--- src/design/scirq_pkg.sv ---
package scirq_pkg;

  // register byte offsets on the avalon slave
  localparam logic [5:0] OFF_STATUS_ZERO  = 6'h00;
  localparam logic [5:0] OFF_ENABLE_ZERO  = 6'h04;
  localparam logic [5:0] OFF_TX_EV_STAT   = 6'h08;
  localparam logic [5:0] OFF_TX_EV_EN     = 6'h0C;
  localparam logic [5:0] OFF_RX_EV_STAT   = 6'h10;
  localparam logic [5:0] OFF_RX_EV_EN     = 6'h14;
  localparam logic [5:0] OFF_FRAME_LIVE   = 6'h18;
  localparam logic [5:0] OFF_FRAME_SAVED  = 6'h1C;
  localparam logic [5:0] OFF_TX_THRESH    = 6'h20;
  localparam logic [5:0] OFF_MODE_ZERO    = 6'h24;

  // status_reg_zero and irq_enable_reg_zero bit positions
  localparam int ST_TX_EVENT = 7;
  localparam int ST_RX_EVENT = 6;
  localparam int ST_TX_READY = 1;
  localparam int ST_RX_READY = 0;

  // transmit event sources
  localparam int TX_SRC_NUM    = 3;
  localparam int TX_UNDERRUN   = 0;
  localparam int TX_IDLE       = 1;
  localparam int TX_CTS_CHANGE = 2;
  localparam logic [TX_SRC_NUM-1:0] TX_W1C_MASK = 3'h5;

  // receive event sources
  localparam int RX_SRC_NUM    = 12;
  localparam int RX_SYNC_FLAG  = 0;
  localparam int RX_DCD_CHANGE = 1;
  localparam int RX_BRK_ABORT  = 2;
  localparam int RX_BRK_END    = 3;
  localparam int RX_FRAME_END  = 4;
  localparam int RX_PARITY_MP  = 5;
  localparam int RX_PE_ABORT   = 6;
  localparam int RX_FRAMING    = 7;
  localparam int RX_OVERRUN    = 8;
  localparam int RX_CRC_ERR    = 9;
  localparam int RX_FST_END    = 10;
  localparam int RX_CLK_MISS   = 11;

  // frame-specific bits: rx sources FRAME_END up to CRC_ERR
  localparam int FRAME_LO = 4;
  localparam int FRAME_HI = 9;
  localparam int FRAME_W  = FRAME_HI - FRAME_LO + 1;

  // mode_reg_zero field positions
  localparam int MODE_HOST_LO  = 0;
  localparam int MODE_HOST_HI  = 1;
  localparam int MODE_BIT_SYNC = 2;
  localparam int MODE_CRC_CHK  = 3;
  localparam int MODE_W        = 4;
  localparam logic [1:0] HOST_MODE_ONE = 2'h1;

  // reset values
  localparam logic [7:0] RST_ENABLE_ZERO = 8'h00;
  localparam logic [MODE_W-1:0] RST_MODE = 4'h0;

endpackage

--- src/design/scirq_top.sv ---
// The Avalon-MM slave port and the placing of the registers are this design's own decisions.
`timescale 1ns/1ps
// Function
// - four requests tx ready, rx ready, tx event, rx event; status and enable zero.
// - each event source is ANDed with its own enable bit.
// - event summary status bits ignore their summary enables.
// - tx ready clears at count of threshold plus one or transmitter off.
// - channel or tx reset clears tx ready and all tx events.
// - rx ready clears when receive buffer is empty or on resets.
// - channel or rx reset clears every rx event source.
// - tx summary ORs enabled underrun, idle and cts change.
// - writing one clears an event status bit, tx idle excepted; zero leaves it.
// - tx idle clears when host writes transmit data.
// - rx summary ORs twelve enabled receive event sources.
// - bit sync frame end read copies live frame bits to saved, resets live ones except parity/mp.
// - parity/mp clears on next byte zero in mode one, else two.
// - with crc check on, crc error follows running result, clears itself.
// - each request is its status ANDed with its enable.
// - channel reset clears all status and all enable bits.
module scirq_top
  import scirq_pkg::*;
#(
  parameter int CW = 6
)(
  // clock and channel reset
  input  wire logic          sys_clk,
  input  wire logic          rst_n,
  // avalon-mm slave
  input  wire logic [5:0]    avs_address,
  input  wire logic          avs_read,
  input  wire logic          avs_write,
  input  wire logic [31:0]   avs_writedata,
  output logic      [31:0]   avs_readdata,
  output logic               avs_waitrequest,
  // channel commands
  input  wire logic          chan_reset_cmd,
  input  wire logic          tx_reset_cmd,
  input  wire logic          rx_reset_cmd,
  // transmitter side
  input  wire logic          tx_enable,
  input  wire logic [CW-1:0] tx_count,
  input  wire logic          tx_data_write,
  input  wire logic          tx_underrun,
  input  wire logic          tx_idle_enter,
  // modem pins
  input  wire logic          cts_pin_n,
  input  wire logic          dcd_pin_n,
  // receiver side
  input  wire logic          rx_empty,
  input  wire logic          rx_data_read,
  input  wire logic          rx_read_last,
  input  wire logic          rx_head_valid,
  input  wire logic          rx_head_pmp,
  input  wire logic          rx_next_valid,
  input  wire logic          rx_next_pmp,
  input  wire logic [11:0]   rx_src_set,
  input  wire logic          crc_result_bad,
  // requests
  output logic               tx_ready_req,
  output logic               rx_ready_req,
  output logic               tx_event_req,
  output logic               rx_event_req,
  output logic               irq
);

  ////////////////////////////////////////////////////////////////
  // declarations

  logic                  ack_reg;
  logic [31:0]           rd_reg;
  logic [31:0]           rd_next;
  logic                  wr_take;
  logic [3:0]            wr_index;
  logic [7:0]            enable_reg;
  logic [TX_SRC_NUM-1:0] tx_en_reg;
  logic [RX_SRC_NUM-1:0] rx_en_reg;
  logic [CW-1:0]         tx_thr_reg;
  logic [MODE_W-1:0]     mode_reg;
  logic [FRAME_W-1:0]    frame_saved_reg;
  logic                  tx_ready_reg;
  logic                  rx_ready_reg;
  logic [2:0]            cts_sync_reg;
  logic [2:0]            dcd_sync_reg;
  logic                  chan_clr;
  logic                  tx_clr;
  logic                  rx_clr;
  logic                  frame_copy;
  logic                  pmp_auto;
  logic                  crc_check;
  logic [TX_SRC_NUM-1:0] tx_set;
  logic [TX_SRC_NUM-1:0] tx_soft;
  logic [TX_SRC_NUM-1:0] tx_stat;
  logic [RX_SRC_NUM-1:0] rx_set;
  logic [RX_SRC_NUM-1:0] rx_soft;
  logic [RX_SRC_NUM-1:0] rx_stat;
  logic [RX_SRC_NUM-1:0] rx_w1c;
  logic                  tx_summary;
  logic                  rx_summary;
  logic [7:0]            status_zero;

  ////////////////////////////////////////////////////////////////
  // avalon slave: one wait state on every access

  // ack rises one cycle after the request and drops again at the next edge, whether or not the request stays
  always_ff @(posedge sys_clk) begin
    if (!rst_n) begin
      ack_reg <= 1'b0;
    end else begin
      ack_reg <= (avs_read | avs_write) & ~ack_reg;
    end
  end

  assign avs_waitrequest = (avs_read | avs_write) & ~ack_reg;
  assign wr_take         = avs_write & ack_reg;
  assign wr_index        = avs_address[5:2];

  // read data captured in the wait cycle, so it stands at the ack edge
  always_ff @(posedge sys_clk) begin
    if (!rst_n) begin
      rd_reg <= 32'h0;
    end else if (avs_read && !ack_reg) begin
      rd_reg <= rd_next;
    end
  end

  assign avs_readdata = rd_reg;

  // read mux; unmapped words read as zero
  always_comb begin
    rd_next = 32'h0;
    case (wr_index)
      OFF_STATUS_ZERO[5:2]: rd_next[7:0] = status_zero;
      OFF_ENABLE_ZERO[5:2]: rd_next[7:0] = enable_reg;
      OFF_TX_EV_STAT[5:2]:  rd_next[TX_SRC_NUM-1:0] = tx_stat;
      OFF_TX_EV_EN[5:2]:    rd_next[TX_SRC_NUM-1:0] = tx_en_reg;
      OFF_RX_EV_STAT[5:2]:  rd_next[RX_SRC_NUM-1:0] = rx_stat;
      OFF_RX_EV_EN[5:2]:    rd_next[RX_SRC_NUM-1:0] = rx_en_reg;
      OFF_FRAME_LIVE[5:2]:  rd_next[FRAME_W-1:0] = rx_stat[FRAME_HI:FRAME_LO];
      OFF_FRAME_SAVED[5:2]: rd_next[FRAME_W-1:0] = frame_saved_reg;
      OFF_TX_THRESH[5:2]:   rd_next[CW-1:0] = tx_thr_reg;
      OFF_MODE_ZERO[5:2]:   rd_next[MODE_W-1:0] = mode_reg;
      default:              rd_next = 32'h0;
    endcase
  end

  ////////////////////////////////////////////////////////////////
  // clear terms

  assign chan_clr   = chan_reset_cmd;
  assign tx_clr     = chan_clr | tx_reset_cmd;
  assign rx_clr     = chan_clr | rx_reset_cmd;
  assign crc_check  = mode_reg[MODE_CRC_CHK];

  // frame end: last byte of a completed frame leaves the buffer
  assign frame_copy = mode_reg[MODE_BIT_SYNC] & rx_data_read & rx_read_last;

  // mode one looks at one byte ahead, the others need two clean bytes
  always_comb begin
    if (mode_reg[MODE_HOST_HI:MODE_HOST_LO] == HOST_MODE_ONE) begin
      pmp_auto = rx_head_valid & ~rx_head_pmp;
    end else begin
      pmp_auto = rx_head_valid & ~rx_head_pmp & rx_next_valid & ~rx_next_pmp;
    end
  end

  ////////////////////////////////////////////////////////////////
  // software writable registers

  // enables and control fields; a channel reset zeroes the enables
  always_ff @(posedge sys_clk) begin
    if (!rst_n || chan_clr) begin
      enable_reg <= RST_ENABLE_ZERO;
      tx_en_reg  <= '0;
      rx_en_reg  <= '0;
    end else if (wr_take) begin
      if (wr_index == OFF_ENABLE_ZERO[5:2]) begin
        enable_reg <= avs_writedata[7:0];
      end
      if (wr_index == OFF_TX_EV_EN[5:2]) begin
        tx_en_reg <= avs_writedata[TX_SRC_NUM-1:0];
      end
      if (wr_index == OFF_RX_EV_EN[5:2]) begin
        rx_en_reg <= avs_writedata[RX_SRC_NUM-1:0];
      end
    end
  end

  // threshold and mode
  always_ff @(posedge sys_clk) begin
    if (!rst_n || chan_clr) begin
      tx_thr_reg <= '0;
      mode_reg   <= RST_MODE;
    end else if (wr_take) begin
      if (wr_index == OFF_TX_THRESH[5:2]) begin
        tx_thr_reg <= avs_writedata[CW-1:0];
      end
      if (wr_index == OFF_MODE_ZERO[5:2]) begin
        mode_reg <= avs_writedata[MODE_W-1:0];
      end
    end
  end

  ////////////////////////////////////////////////////////////////
  // ready conditions

  // tx ready holds only while count is at most the threshold
  always_ff @(posedge sys_clk) begin
    if (!rst_n || tx_clr) begin
      tx_ready_reg <= 1'b0;
    end else begin
      tx_ready_reg <= tx_enable & (tx_count <= tx_thr_reg);
    end
  end

  // rx ready follows buffer occupancy
  always_ff @(posedge sys_clk) begin
    if (!rst_n || rx_clr) begin
      rx_ready_reg <= 1'b0;
    end else begin
      rx_ready_reg <= ~rx_empty;
    end
  end

  ////////////////////////////////////////////////////////////////
  // modem pin synchronisers; the first stage feeds only the second

  // reset to the idle high level of the pins, so no false change follows reset
  always_ff @(posedge sys_clk) begin
    if (!rst_n) begin
      cts_sync_reg <= 3'h7;
      dcd_sync_reg <= 3'h7;
    end else begin
      cts_sync_reg <= {cts_sync_reg[1:0], cts_pin_n};
      dcd_sync_reg <= {dcd_sync_reg[1:0], dcd_pin_n};
    end
  end

  ////////////////////////////////////////////////////////////////
  // transmit event sources

  // set and soft clear per source; idle drops on a data write
  always_comb begin
    tx_set                = '0;
    tx_set[TX_UNDERRUN]   = tx_underrun;
    tx_set[TX_IDLE]       = tx_idle_enter;
    tx_set[TX_CTS_CHANGE] = cts_sync_reg[2] ^ cts_sync_reg[1];
    tx_soft               = '0;
    if (wr_take && wr_index == OFF_TX_EV_STAT[5:2]) begin
      tx_soft = avs_writedata[TX_SRC_NUM-1:0] & TX_W1C_MASK;
    end
    tx_soft[TX_IDLE] = tx_data_write;
  end

  genvar gi;
  generate
    for (gi = 0; gi < TX_SRC_NUM; gi++) begin : g_tx
      scirq_event_bit u_bit (
        .sys_clk  (sys_clk),
        .rst_n    (rst_n),
        .set_evt  (tx_set[gi]),
        .soft_clr (tx_soft[gi]),
        .hard_clr (tx_clr),
        .flag     (tx_stat[gi])
      );
    end
  endgenerate

  ////////////////////////////////////////////////////////////////
  // receive event sources

  assign rx_w1c = (wr_take && wr_index == OFF_RX_EV_STAT[5:2]) ?
                  avs_writedata[RX_SRC_NUM-1:0] : '0;

  // sets come from the receiver, plus dcd edges and the saved frame end
  always_comb begin
    rx_set                = rx_src_set;
    rx_set[RX_DCD_CHANGE] = dcd_sync_reg[2] ^ dcd_sync_reg[1];
    rx_set[RX_FST_END]    = frame_copy & rx_stat[RX_FRAME_END];
    rx_soft               = rx_w1c;
    // live frame bits other than parity/mp empty once copied out
    if (frame_copy) begin
      rx_soft[FRAME_HI:FRAME_LO] = '1;
    end
    rx_soft[RX_PARITY_MP] = rx_w1c[RX_PARITY_MP] | pmp_auto;
    // crc check mode: the bit tracks the running result, one cycle late
    if (crc_check) begin
      rx_set[RX_CRC_ERR]  = crc_result_bad;
      rx_soft[RX_CRC_ERR] = ~crc_result_bad;
    end
  end

  generate
    for (gi = 0; gi < RX_SRC_NUM; gi++) begin : g_rx
      scirq_event_bit u_bit (
        .sys_clk  (sys_clk),
        .rst_n    (rst_n),
        .set_evt  (rx_set[gi]),
        .soft_clr (rx_soft[gi]),
        .hard_clr (rx_clr),
        .flag     (rx_stat[gi])
      );
    end
  endgenerate

  ////////////////////////////////////////////////////////////////
  // saved frame status

  // snapshot taken before the live bits are wiped
  always_ff @(posedge sys_clk) begin
    if (!rst_n || rx_clr) begin
      frame_saved_reg <= '0;
    end else if (frame_copy) begin
      frame_saved_reg <= rx_stat[FRAME_HI:FRAME_LO];
    end
  end

  ////////////////////////////////////////////////////////////////
  // summaries and requests

  // per-source gating before the OR
  assign tx_summary = |(tx_stat & tx_en_reg);
  assign rx_summary = |(rx_stat & rx_en_reg);

  // summary bits show regardless of their own enables
  always_comb begin
    status_zero              = 8'h00;
    status_zero[ST_TX_EVENT] = tx_summary;
    status_zero[ST_RX_EVENT] = rx_summary;
    status_zero[ST_TX_READY] = tx_ready_reg;
    status_zero[ST_RX_READY] = rx_ready_reg;
  end

  // combinational levels: they fall as soon as the cause goes
  assign tx_ready_req = status_zero[ST_TX_READY] & enable_reg[ST_TX_READY];
  assign rx_ready_req = status_zero[ST_RX_READY] & enable_reg[ST_RX_READY];
  assign tx_event_req = status_zero[ST_TX_EVENT] & enable_reg[ST_TX_EVENT];
  assign rx_event_req = status_zero[ST_RX_EVENT] & enable_reg[ST_RX_EVENT];

  // single line toward the processor
  assign irq = tx_ready_req | rx_ready_req | tx_event_req | rx_event_req;

endmodule

--- src/design/scirq_event_bit.sv ---
`timescale 1ns/1ps
// one sticky interrupt source flag
module scirq_event_bit
  import scirq_pkg::*;
(
  // clock and reset
  input  wire logic sys_clk,
  input  wire logic rst_n,
  // set and clear terms
  input  wire logic set_evt,
  input  wire logic soft_clr,
  input  wire logic hard_clr,
  // flag
  output logic      flag
);

  logic flag_reg;

  // a set arriving with a soft clear survives; reset commands win outright
  always_ff @(posedge sys_clk) begin
    if (!rst_n) begin
      flag_reg <= 1'b0;
    end else if (hard_clr) begin
      flag_reg <= 1'b0;
    end else begin
      flag_reg <= set_evt | (flag_reg & ~soft_clr);
    end
  end

  assign flag = flag_reg;

endmodule

--- config.mk ---
export PLATFORM = sky130hd
export DESIGN_NAME = scirq_top
export DESIGN_NICKNAME = d
export VERILOG_FILES = /design/src/design/scirq_pkg.sv /design/src/design/scirq_top.sv /design/src/design/scirq_event_bit.sv
export SDC_FILE = /design/constraint.sdc
export NUM_CORES = 1
export LEC_CHECK = 0
export BUFFER_PORTS_ARGS = -buffer_cell sky130_fd_sc_hd__buf_2
export CAP_MARGIN = 20
export CORE_MARGIN = 10
export CORE_UTILIZATION = 45
export CTS_BUF_LIST = sky130_fd_sc_hd__clkbuf_4
export CTS_CLUSTER_DIAMETER = 120
export CTS_CLUSTER_SIZE = 12
export DETAILED_ROUTE_END_ITERATION = 8
export PLACE_DENSITY = 0.7
export SLEW_MARGIN = 20
export SYNTH_ARGS = -nofsm -noshare
export SYNTH_HDL_FRONTEND = slang
export SYNTH_SLANG_ARGS = --single-unit
--- constraint.sdc ---
create_clock -name sys_clk -period 1.8 [get_ports sys_clk]
set_input_delay 0 -clock sys_clk [delete_from_list [all_inputs] [get_ports sys_clk]]
set_output_delay 0 -clock sys_clk [all_outputs]
set_load 0.03 [all_outputs]
### Word-level counts from Yosys, hierarchy flattened

Index checks and enable logic that the tools add are counted.

| storage, ports and cells | value |
|---|---|
| word-level logic and storage cells | 142 |
| output and inout bits | 38 |
| input bits | 77 |
| flip-flop bits (word level) | 75 |

| cells by class | value |
|---|---|
| eq/ne operators | 10 |
| bitwise logic cells | 75 |
| $lt $le $gt $ge | 1 |
| muxes and demuxes | 11 |
| reduce and logical (&&, ||, !) cells | 18 |

Operators by type and width:

| cell | count |
|---|---|
| $pmux 3 s10 | 1 |
| $and 1x1->1 | 28 |
| $or 1x1->1 | 22 |
| $not 1->1 | 21 |
| $eq 4x3->1 const B | 4 |
| $and 12x12->12 | 1 |
| $mux 12 | 1 |
| $pmux 2 s6 | 1 |
| $reduce_or 12->1 | 1 |
| $reduce_and 2->1 | 5 |
| $eq 4x2->1 const B | 2 |
| $eq 4x4->1 const B | 2 |
| $pmux 2 s4 | 1 |
| $pmux 4 s2 | 1 |
| $pmux 1 s7 | 1 |
| $le 6x6->1 | 1 |
| $mux 6 | 1 |
| $eq 4x1->1 const B | 1 |
| $logic_not 4->1 | 1 |
| $reduce_or 2->1 | 2 |
| $and 3x3->3 | 1 |
| $logic_and 1x1->1 | 3 |
| $logic_or 1x1->1 | 3 |
| $mux 1 | 3 |
| other kinds (5) | 7 |

### Longest topological paths before layout

Gate-level depths: netlist (run 1).

| depth | value |
|---|---|
| depth in word-level cells | 9 |
| mapped depth | 8 |
| depth with buffers taken out | 7 |

### Modules after synthesis

From an unflattened synthesis (run 1), not the netlist that was laid out.

| second synthesis, totals | value |
|---|---|
| cell total of the unflattened synthesis | 450 |
| area, all modules | 4067.7 µm² |

Modules (own cells, without submodules):

| module | times used | cells an instance | area an instance (µm²) | seq. area each (µm²) |
|---|---|---|---|---|
| scirq_top | 1 | 390 | 3467.1 | 1201.2 |
| scirq_event_bit | 15 | 4 | 40.0 | 20.0 |

### Worst setup path before layout (run 1)

OpenSTA, ideal clock, no wires.

| path | value |
|---|---|
| kind | flip-flop to output port |
| start point | register g_rx[7].u_bit.flag_reg |
| end point | output irq |
| setup slack | 0.187 ns |
| stages on the path, launching flop included | 6 |
| arrival time | 1.613 ns |
| path through | dfxtp_1 a22o_1 a221oi_1 and3_1 nor2b_1 or4_1 |

| on the way | value |
|---|---|
| cells in the longest elaborated chain, start to end | 4 |

RTL lines:

| what | line | source |
|---|---|---|
| start: declaration | scirq_event_bit.sv:17 | `logic flag_reg;` |
| start signal: assignment | scirq_event_bit.sv:26 | `flag_reg <= set_evt \| (flag_reg & ~soft_clr);` |
| $and 12x12->12 | scirq_top.sv:322 | `assign rx_summary = \|(rx_stat & rx_en_reg);` |
| $reduce_or 12->1 | scirq_top.sv:322 |  |
| $and 1x1->1 | scirq_top.sv:337 | `assign rx_event_req = status_zero[ST_RX_EVENT] & enable_reg[ST_RX_EVENT];` |
| via rx_event_req | scirq_top.sv:62 | `output logic rx_event_req,` |
| $or 1x1->1 | scirq_top.sv:340 | `assign irq = tx_ready_req \| rx_ready_req \| tx_event_req \| rx_event_req;` |
| end: declaration | scirq_top.sv:63 | `output logic irq` |

The timed path passes the listed nets, and every way through them passes these cells.

### Worst setup path in the final report (run 1)

| path | value |
|---|---|
| start point | register rx_en_reg[9] |
| end point | output irq |

| on the way | value |
|---|---|
| cells in the longest elaborated chain, start to end | 4 |

RTL lines:

| what | line | source |
|---|---|---|
| start: declaration | scirq_top.sv:76 | `logic [RX_SRC_NUM-1:0] rx_en_reg;` |
| start signal: assignment | scirq_top.sv:183 | `rx_en_reg <= avs_writedata[RX_SRC_NUM-1:0];` |
| $and 12x12->12 | scirq_top.sv:322 |  |
| $reduce_or 12->1 | scirq_top.sv:322 |  |
| $and 1x1->1 | scirq_top.sv:337 |  |
| $or 1x1->1 | scirq_top.sv:340 |  |

Every way passes these cells.

==> results of run 1 <==
layout make-up:
cell class	count	area, µm²
clock buffers	9	67.56
clock inverters	7	98.84
fillers	743	3379
inverters	12	45.04
multi-input cells	334	2052
flip-flops and latches	75	1510
well taps	105	131.4
repair buffers	128	890.9
metal layers:
metal | track usage, % | part of all wire, %
met2 | 28.32 | 46
met5 | 0 | 0
met4 | 8.740 | 3.0
met1 | 21.77 | 43
met3 | 5.314 | 8.1
where the power goes:
part	internal, µW	total, µW	switching [µW]
Clock	572	1210	638
Sequential	1680	1700	17.5
Combinational	176	444	268
synthesized netlist by cell type, types with 2 or more instances:
library cell / count / area (µm²)
inv_1: 12 / 45.04
o21ai_0: 18 / 90.09
a22o_1: 3 / 26.28
dfxtp_1: 75 / 1501
buf_4: 22 / 165.2
a211oi_1: 3 / 22.52
nor4_4: 2 / 42.54
xor2_1: 2 / 17.52
a221oi_1: 4 / 35.03
a32o_1: 2 / 20.02
nand2b_1: 12 / 75.07
nor3_1: 4 / 20.02
nor2b_1: 12 / 75.07
a2111oi_0: 2 / 17.52
mux2i_1: 38 / 380.4
nor4_1: 4 / 25.02
nor2_1: 55 / 206.5
o21ai_1: 4 / 20.02
and3_1: 4 / 25.02
nand3b_1: 4 / 30.03
o32ai_1: 3 / 26.28
a31oi_1: 7 / 43.79
clkbuf_1: 12 / 45.04
a311oi_1: 2 / 17.52
a21oi_1: 34 / 170.2
ha_1: 6 / 75.07
a22oi_1: 3 / 22.52
nand3_1: 8 / 40.04
and2_1: 4 / 25.02
nand2_1: 51 / 191.4
o2bb2ai_1: 2 / 17.52
buf_2: 11 / 55.05
worst paths after layout:
path	slack, ns	cells after the start	endpoint	from
worst min-delay path	0.05	4	ack_reg	avs_write
worst max-delay path	-0.27	6	irq	rx_en_reg[9]
worst max register to register	0.11	4	avs_readdata[8]	ack_reg
worst min register to register	0.43	1	cts_sync_reg[1]	cts_sync_reg[0]
stage by stage:
stage / cells / power, µW
floorplan: 467 / 2001
global placement: 616 / 2102
detailed placement: 616 / 2109
CTS: 669 / 3360
global route: 670 / 3481
finish: 670 / 3353
critical path, stage by stage (launching register included):
cell      delay, ns
dfxtp_2        0.35
a22o_1         0.25
a221oi_2       0.17
and3_1         0.22
nor2b_2        0.06
or4_4          0.42
buf_6          0.16
logic make-up after synthesis:
kind of cell | share of synthesized area (%)
buf+inv | 8.510
mux | 10.96
fa+ha+maj | 1.987
compound gates | 15.56
flops | 39.74
other cells | 0.09924
xor+xnor | 0.4637
simple gates | 22.68
cells in the final DEF, fill, tap and decap left out, drive strengths merged, types with 7 or more instances in the layout:
cell	n
inv	14
mux2i	38
nand2	52
a31oi	7
conb	20
nor2b	12
nor2	56
clkbuf	9
buf	91
dlygate4sd3	37
nand3	9
nand2b	12
dfxtp	75
a21oi	34
o21ai	22
timing repair:
item / CTS / global route
hold buffers: 37 / 0
hold endpoints to repair: 58 / 0
buffers inserted: 0 / 1
gates resized for setup: 6 / 10
setup endpoints to repair: 1 / 1
pin swaps: 1 / 2
==> results by group, run 1 <==
Synth
  • Syn avg cell area: around 8.4 µm²
  • Predominant post-synthesis flop cell: dfxtp_1
  • Synth Cell Area: ~0.0038 mm²
  • Sequential element share of the synthesized area: just under 40%
  • Post-synth EDFFs: 0
  • Post-synth ARST share: 0%
  • Unique cell type count in the Yosys netlist: 55
  • YS warnings: 0
  • #FFs+latches synth: 75
  • Cells after Synth: between 400 and 500

Placement
  • Post-DP HPWL: roughly 8700 µm
  • Dpl ws: about 0.10 ns
  • # port buffers: 70
  • RePlAce Congestion: 0.9423
  • Cell Area, Placed: ~0.0042 mm²

Power
  • Power Density: 699.1 mW/mm²
  • Lkg Pwr: between 0.0015 and 0.002 µW
  • Max IR drop VDD: 0.5469 mV

Timing
  • Final worst path period share: 114.8%
  • Fin. max-slew vios: 0
  • Highest Clock Rate: 0.4838 GHz
  • Post-route minimum period: roughly 2.1 ns
  • PnR worst setup slack: -0.2668 ns
  • Post-route setup TNS: -0.2668 ns
  • Worst-Margin Slew: 0.6641 ns
  • Final Skew: approximately 0.013 ns
  • Final hold violations: 0
  • Hold_ws: approximately 0.055 ns
  • Relative slew slack: a little over half
  • Final setup viols: 1
  • RSZ-0062 raised after global routing: yes

Layout
  • Area Growth Syn to Fin: 26.92%
  • Final Instance Area: 0.004796 mm²
  • Layout cell share with drive strength beyond 1: approximately 23%
  • Nets: ~640
  • Final core occ: approximately 59%
  • # diodes: 0

Routing
  • 1st-iter DRT viols: about 320
  • Drt total wl: around 12000 µm
  • Routed vias/inst: between 5 and 6
  • Antenna Nets Post-Route: 0
  • Drt wl/cell: 17.41 µm
  • Via count: between 3000 and 4000
  • TritonRoute pass-1 iters: 5
  • # DRC: 0

Job
  • Max Cap Viol: 0

Floorplanning
  • Starting Density: a little under half
  • Core ar.: around 0.0082 mm²
  • Number of cell rows: 33
  • Die area: ~0.012 mm²
  • Boundary pin count: 115
  • Die height: between 100 and 150 µm
  • Overall die width: about 110 µm

Outcome
  • Status: finished, violations left
  • Failing checks: setup timing

CTS
  • Root Driver: clkbuf_4
  • CTS Buf Count: 9
  • Max clock buf depth: 2
  • # clock sinks: 75
  • CTS H-Tree Depth: 3
  • TritonCTS clock tree: yes
  • Clk slew on worst S/H paths: 0.12 ns
  • Worst skew pair latency: about 0.44 ns

Setup path
  • Max Fanout on Critical Path: 3
  • Critical path type: reg2out
  • Critical Path AT: 2.07 ns
  • Setup crit end kind: primary output
  • CP required: 1.80 ns
  • Startpoint types: register

GRT
  • Total global-route track usage: 17.94%
  • Total grt overflow: 0
  • Initial antenna violation count: 0
  • Pin count of the biggest net entering global routing: 38
  • Vias in the first global route: 3611
  • First-pass GRT wire length: 18420 µm

Min path
  • Hold Crit Class: in2reg
Note: power is estimated with default switching activity, not from simulation.
==> run 2: changes to the inputs <==
CORE_UTILIZATION = 35   (was 45)
PLACE_DENSITY = 0.57   (was 0.7)
==> run 2 against run 1 <==
The run still ends with setup timing left. Combinational power rose by 2%. Non-clock buffer count grew 10. Via count fell by 1.1%. Setup slack lost 0.015 ns.
==> results by group, run 2 (synthesis results as in run 1) <==
Floorplanning
  • Overall die width: 123.9 µm (+11%)
  • Starting Density: 36.28% (-9.9 points)
  • Die height: 123.9 µm (+11%)
  • Core ar.: 0.01042 mm² (+27%)
  • Number of cell rows: 37 (+12%)
  • Boundary pin count: 115 (unchanged)
  • Die area: 0.01535 mm² (+23%)

Setup path
  • Setup crit end kind: primary output
  • Crit path max-delay cell type: or4_4
  • Critical path type: reg2out
  • Critical path cell sequence: a22o_1 > a221oi_2 > and3_1 > nor2b_2 > or4_4 > buf_6
  • Max Fanout on Critical Path: 2 (-1)
  • CP required: 1.80 ns (about the same)
  • Startpoint types: register
  • Slowest stage delay, CP: 0.44 ns (+0.02 ns)
  • Critical Path AT: 2.08 ns (about the same)
  • R2r setup slk: 0.13 ns (+0.02 ns)

Routing
  • Drt wl/cell: 17.07 µm (-1.9%)
  • Drt total wl: 12140 µm (+4.1%)
  • Routed vias/inst: 5.053 (-6.8%)
  • # DRC: 0 (unchanged)
  • 1st-iter DRT viols: 216 (-33%)
  • Antenna Nets Post-Route: 0 (unchanged)
  • Via count: 3593 (-1.1%)
  • TritonRoute pass-1 iters: 5 (unchanged)

Layout
  • Layout cell share with drive strength beyond 1: 23.83% (+0.99 points)
  • Fillers: 1000 (+35%)
  • Multi-input logic area: 0.002052 mm² (unchanged)
  • Nets: 653 (+1.6%)
  • Area Growth Syn to Fin: 31.09%
  • Storage cell area: 0.001508 mm² (-0.17%)
  • # diodes: 0 (unchanged)
  • Leading cell type in the layout, fill and taps excluded: dfxtp_1
  • Most frequent cells in the layout: dfxtp_1, buf_2, nor2_1, nand2_1, mux2i_1

CTS
  • Max clock buf depth: 2 (unchanged)
  • Worst skew pair latency: 0.45 ns (about the same)
  • Clk slew on worst S/H paths: 0.13 ns (about the same)
  • CTS H-Tree Depth: 3 (unchanged)
  • # clock sinks: 75 (unchanged)
  • Root Driver: clkbuf_4
  • CTS Buf Count: 9 (unchanged)
  • TritonCTS clock tree: yes

Timing
  • Final Skew: 0.01105 ns (-0.002072 ns)
  • RSZ-0062 raised after global routing: yes
  • Final hold violations: 0 (unchanged)
  • Worst-Margin Slew: 0.5479 ns (-0.1162 ns)
  • Fin. max-slew vios: 0 (unchanged)
  • Final setup viols: 1 (unchanged)
  • Post-route setup TNS: -0.2823 ns (-0.01549 ns)
  • Post-route minimum period: 2.082 ns (+0.01549 ns)
  • PnR worst setup slack: -0.2823 ns (-0.01549 ns)
  • Highest Clock Rate: 0.4802 GHz (-0.74%)
  • Relative slew slack: 63.20% (+8.6 points)
  • Final worst path period share: 115.7% (+0.86 points)

Outcome
  • Failing checks: setup timing
  • Status: finished, violations left

GRT
  • Pin count of the biggest net entering global routing: 38 (unchanged)
  • Total grt overflow: 0 (unchanged)
  • Vias in the first global route: 3562 (-1.4%)
  • First-pass GRT wire length: 18860 µm (+2.4%)
  • Initial antenna violation count: 0 (unchanged)
  • Total global-route track usage: 15.78% (-2.2 points)

Power
  • Power Density: 739.8 mW/mm² (+5.8%)
  • Max IR drop VDD: 0.3724 mV (-32%)
  • Lkg Pwr: 0.001989 µW (+3.7%)

Placement
  • Post-DP HPWL: 9250 µm (+5.8%)
  • Dpl ws: 0.08546 ns (-0.01674 ns)
  • # port buffers: 70 (unchanged)
  • RePlAce Congestion: 0.9149 (-2.9%)

Min path
  • Hold Crit Class: in2reg

Job
  • Max Cap Viol: 0 (unchanged)
## run 2: metal layers
layer  global-route usage (%)  part of all wire (%)  vias to the layer above
met5                        0                     0                        -
met4                    6.978                   2.7                        0
met3                    3.891                   7.5                       27
met2                    24.04                    43                      129
met1                    20.70                    46                     1670
li1                         -                     -                     1767
## run 2: final timing paths
kind / start / end / depth (start not counted)
min: avs_write / ack_reg / 4
max reg2reg: tx_thr_reg[3] / tx_ready_reg / 7
min reg2reg: dcd_sync_reg[0] / dcd_sync_reg[1] / 1
max: rx_en_reg[8] / irq / 6
## run 2: critical path, delay by kind of cell, from the launching register on
| family | cells | cell delay [ns] |
|---|---|---|
| simple gates | 3 | 0.72 |
| compound gates | 2 | 0.40 |
| flops | 1 | 0.35 |
| buf+inv | 1 | 0.16 |
## run 2: repair_timing
action,CTS,global route
setup endpoints to repair,1,1
hold buffers,37,0
endpoints found under the hold margin,57,0
resized for setup,8,6
buffers inserted,5,1
pin swaps,2,1
## run 2: through the flow
step | cells | utilization [%] | hold slack, ns | instance area [µm²] | total power [µW]
after CTS | 710 | 47.27 | 0.01965 | 4923 | 3671
after global routing | 711 | 47.56 | 0.04975 | 4954 | 3789
final | 711 | 47.56 | 0.01423 | 4954 | 3665
after floorplan | 467 | - | 0.07238 | 3850 | 2001
after global placement | 652 | 41.11 | 0.1570 | 4282 | 2117
after detailed placement | 652 | 41.11 | 0.1604 | 4282 | 2121
## run 2: report_power, final
part           total [µW]  switching, µW  internal, µW
sequential           1700           16.5          1680
combinational         453            270           183
clock                1510            651           863
## run 2: layout make-up
| type | count | share of cell area [%] |
|---|---|---|
| multi-input combinational | 334 | 41.42 |
| clock buffer | 10 | 1.516 |
| timing repair buffer | 138 | 19.50 |
| clock inverter | 6 | 2.778 |
| sequential | 75 | 30.44 |
| tap | 136 | 3.435 |
| inverter | 12 | 0.9093 |
==> run 3: changes to the inputs <==
CORE_ASPECT_RATIO = 0.5   (was default)
==> run 3 against run 2 <==
The flow still finishes with violations (setup timing). Clock skew rose by 0.0059 ns. Wire length rose by 5.8%. Power fell by 8.9%. Final cell count rose by 0.56%. Sequential share of layout area rose by 0.23 points. Worst hold slack improved by 0.020 ns. Setup slack improved by 0.0033 ns. Utilization fell by 0.26 points. First-iteration DRC count rose by 20%. Critical path type unchanged. Critical endpoint unchanged. Largest power group unchanged.
==> results by group, run 3 (synthesis results as in run 1) <==
Power
  • Sw Share: 27.08% (+1.5 points)
  • Total Power: 3338 µW (-8.9%)
  • Flop pwr share: 50.8% (+4.5 points)
  • Power Density: 680.1 mW/mm² (-8.1%)
  • Max IR drop VDD: 0.2756 mV (-26%)
  • Internal power: 2434 µW (-11%)
  • Lkg Pwr: 0.001965 µW (-1.2%)
  • Comb pwr share: 14.0% (+1.6 points)
  • Clock share of power: 35.1% (-6.2 points)
  • NetSw: 903.9 µW (-3.5%)

Timing
  • Post-route minimum period: 2.079 ns (-0.003334 ns)
  • Highest Clock Rate: 0.4810 GHz (+0.16%)
  • Final setup viols: 1 (unchanged)
  • Post-route setup TNS: -0.2790 ns (+0.003334 ns)
  • Fin. max-slew vios: 0 (unchanged)
  • Final Skew: 0.01694 ns (+0.005888 ns)
  • PnR worst setup slack: -0.2790 ns (+0.003334 ns)
  • Final worst path period share: 115.5% (-0.19 points)
  • RSZ-0062 raised after global routing: yes
  • Final hold violations: 0 (unchanged)

Setup path
  • Setup crit end kind: primary output
  • Critical path cell sequence: a22o_1 > a221oi_2 > and3_1 > nor2b_2 > or4_1 > buf_6
  • Crit path max-delay cell type: or4_1
  • CP required: 1.80 ns (about the same)
  • Critical Path AT: 2.08 ns (about the same)
  • Max Fanout on Critical Path: 2 (unchanged)
  • Startpoint types: register
  • Slowest stage delay, CP: 0.41 ns (-0.03 ns)
  • Critical path type: reg2out

Floorplanning
  • Core ar.: 0.01038 mm² (-0.37%)
  • Boundary pin count: 115 (unchanged)
  • Die height: 93.47 µm (-25%)
  • Number of cell rows: 26 (-30%)
  • Die area: 0.01560 mm² (+1.6%)
  • Overall die width: 166.9 µm (+35%)
  • Starting Density: 36.41% (+0.14 points)

Routing
  • 1st-iter DRT viols: 259 (+20%)
  • Routed vias/inst: 5.071 (+0.35%)
  • # DRC: 0 (unchanged)
  • Antenna Nets Post-Route: 0 (unchanged)
  • TritonRoute pass-1 iters: 8 (+3)
  • Via count: 3626 (+0.92%)
  • Drt wl/cell: 17.96 µm (+5.2%)
  • Drt total wl: 12840 µm (+5.8%)

Placement
  • Cell Area, Placed: 0.004322 mm² (+0.93%)
  • RePlAce Congestion: 0.9130 (-0.21%)
  • Dpl ws: 0.03953 ns (-0.04594 ns)
  • # port buffers: 70 (unchanged)
  • Post-DP HPWL: 9604 µm (+3.8%)

Outcome
  • Status: finished, violations left
  • Failing checks: setup timing

CTS
  • # clock sinks: 75 (unchanged)
  • Max clock buf depth: 2 (unchanged)
  • Root Driver: clkbuf_4
  • Clk slew on worst S/H paths: 0.12 ns (about the same)
  • CTS H-Tree Depth: 3 (unchanged)
  • TritonCTS clock tree: yes
  • CTS Buf Count: 9 (unchanged)
  • Worst skew pair latency: 0.45 ns (about the same)

Layout
  • Fillers: 1047 (+4.7%)
  • Layout cell share with drive strength beyond 1: 23.13% (-0.70 points)
  • Area Growth Syn to Fin: 29.90%
  • Nets: 653 (unchanged)
  • Leading cell type in the layout, fill and taps excluded: dfxtp_1
  • # diodes: 0 (unchanged)
  • Final Instance Area: 0.004908 mm² (-0.91%)
  • Most frequent cells in the layout: dfxtp_1, buf_2, nor2_1, nand2_1, mux2i_1

GRT
  • Total grt overflow: 0 (unchanged)
  • Pin count of the biggest net entering global routing: 38 (unchanged)
  • Total global-route track usage: 16.45% (+0.68 points)
  • First-pass GRT wire length: 20440 µm (+8.4%)
  • Initial antenna violation count: 0 (unchanged)
  • Vias in the first global route: 3561 (-0.028%)

Min path
  • Hold Crit Class: in2reg

Job
  • Max Cap Viol: 0 (unchanged)
-- run 3: repair_timing --
item	4_1_cts	5_1_grt
setup endpoints to repair	1	3
hold buffers	37	0
pin swaps	1	1
gates resized for setup	7	3
setup buffers	2	1
endpoints found under the hold margin	57	0
-- run 3: power groups by stage --
| stage | clock [µW] | sequential, µW | combinational [µW] |
|---|---|---|---|
| floorplan | 0 | 1740 | 262 |
| global placement | 0 | 1730 | 396 |
| detailed placement | 0 | 1730 | 398 |
| CTS | 1190 | 1700 | 461 |
| global route | 1290 | 1700 | 511 |
| finish | 1170 | 1700 | 468 |
-- run 3: worst max-delay path: cells and delay by family, from the launching register on --
family          cells  cell delay (ns)
compound gates      2             0.43
simple gates        3             0.70
buf+inv             1             0.16
flops               1             0.34
-- run 3: layer usage --
layer | global-route usage [%] | wire length [µm] | vias up
li1 | - | - | 1774
met1 | 23.69 | 6378 | 1704
met2 | 23.19 | 5277 | 138
met3 | 5.054 | 1080 | 10
met4 | 3.706 | 106 | 0
met5 | 0 | 0 | -
-- run 3: per-stage QoR --
stage / std cells / hold slack [ns] / util (%)
5_1_grt: 715 / 0.03813 / 47.30
6_report: 715 / 0.03421 / 47.30
3_5_place_dp: 659 / 0.1665 / 41.64
3_3_place_gp: 659 / 0.1629 / 41.64
2_1_floorplan: 467 / 0.07238 / -
4_1_cts: 714 / 0.01663 / 47.07
-- run 3: area by class of cell --
cell class                      count  area, µm²  share of cell area (%)
Tap cell                          140      175.2                   3.569
Clock inverter                      6      80.08                   1.631
Sequential cell                    75       1505                   30.67
Inverter                           12      45.04                  0.9177
Clock buffer                       10      75.07                   1.529
Multi-Input combinational cell    334       2056                   41.88
Timing Repair Buffer              138      972.2                   19.81
-- run 3: worst paths after layout --
path              startpoint              end  slack (ns)  cells after the start
max reg2reg    tx_thr_reg[3]     tx_ready_reg        0.15                      7
min reg2reg  cts_sync_reg[0]  cts_sync_reg[1]        0.42                      1
min                avs_write          ack_reg        0.03                      4
max             rx_en_reg[8]              irq       -0.28                      6
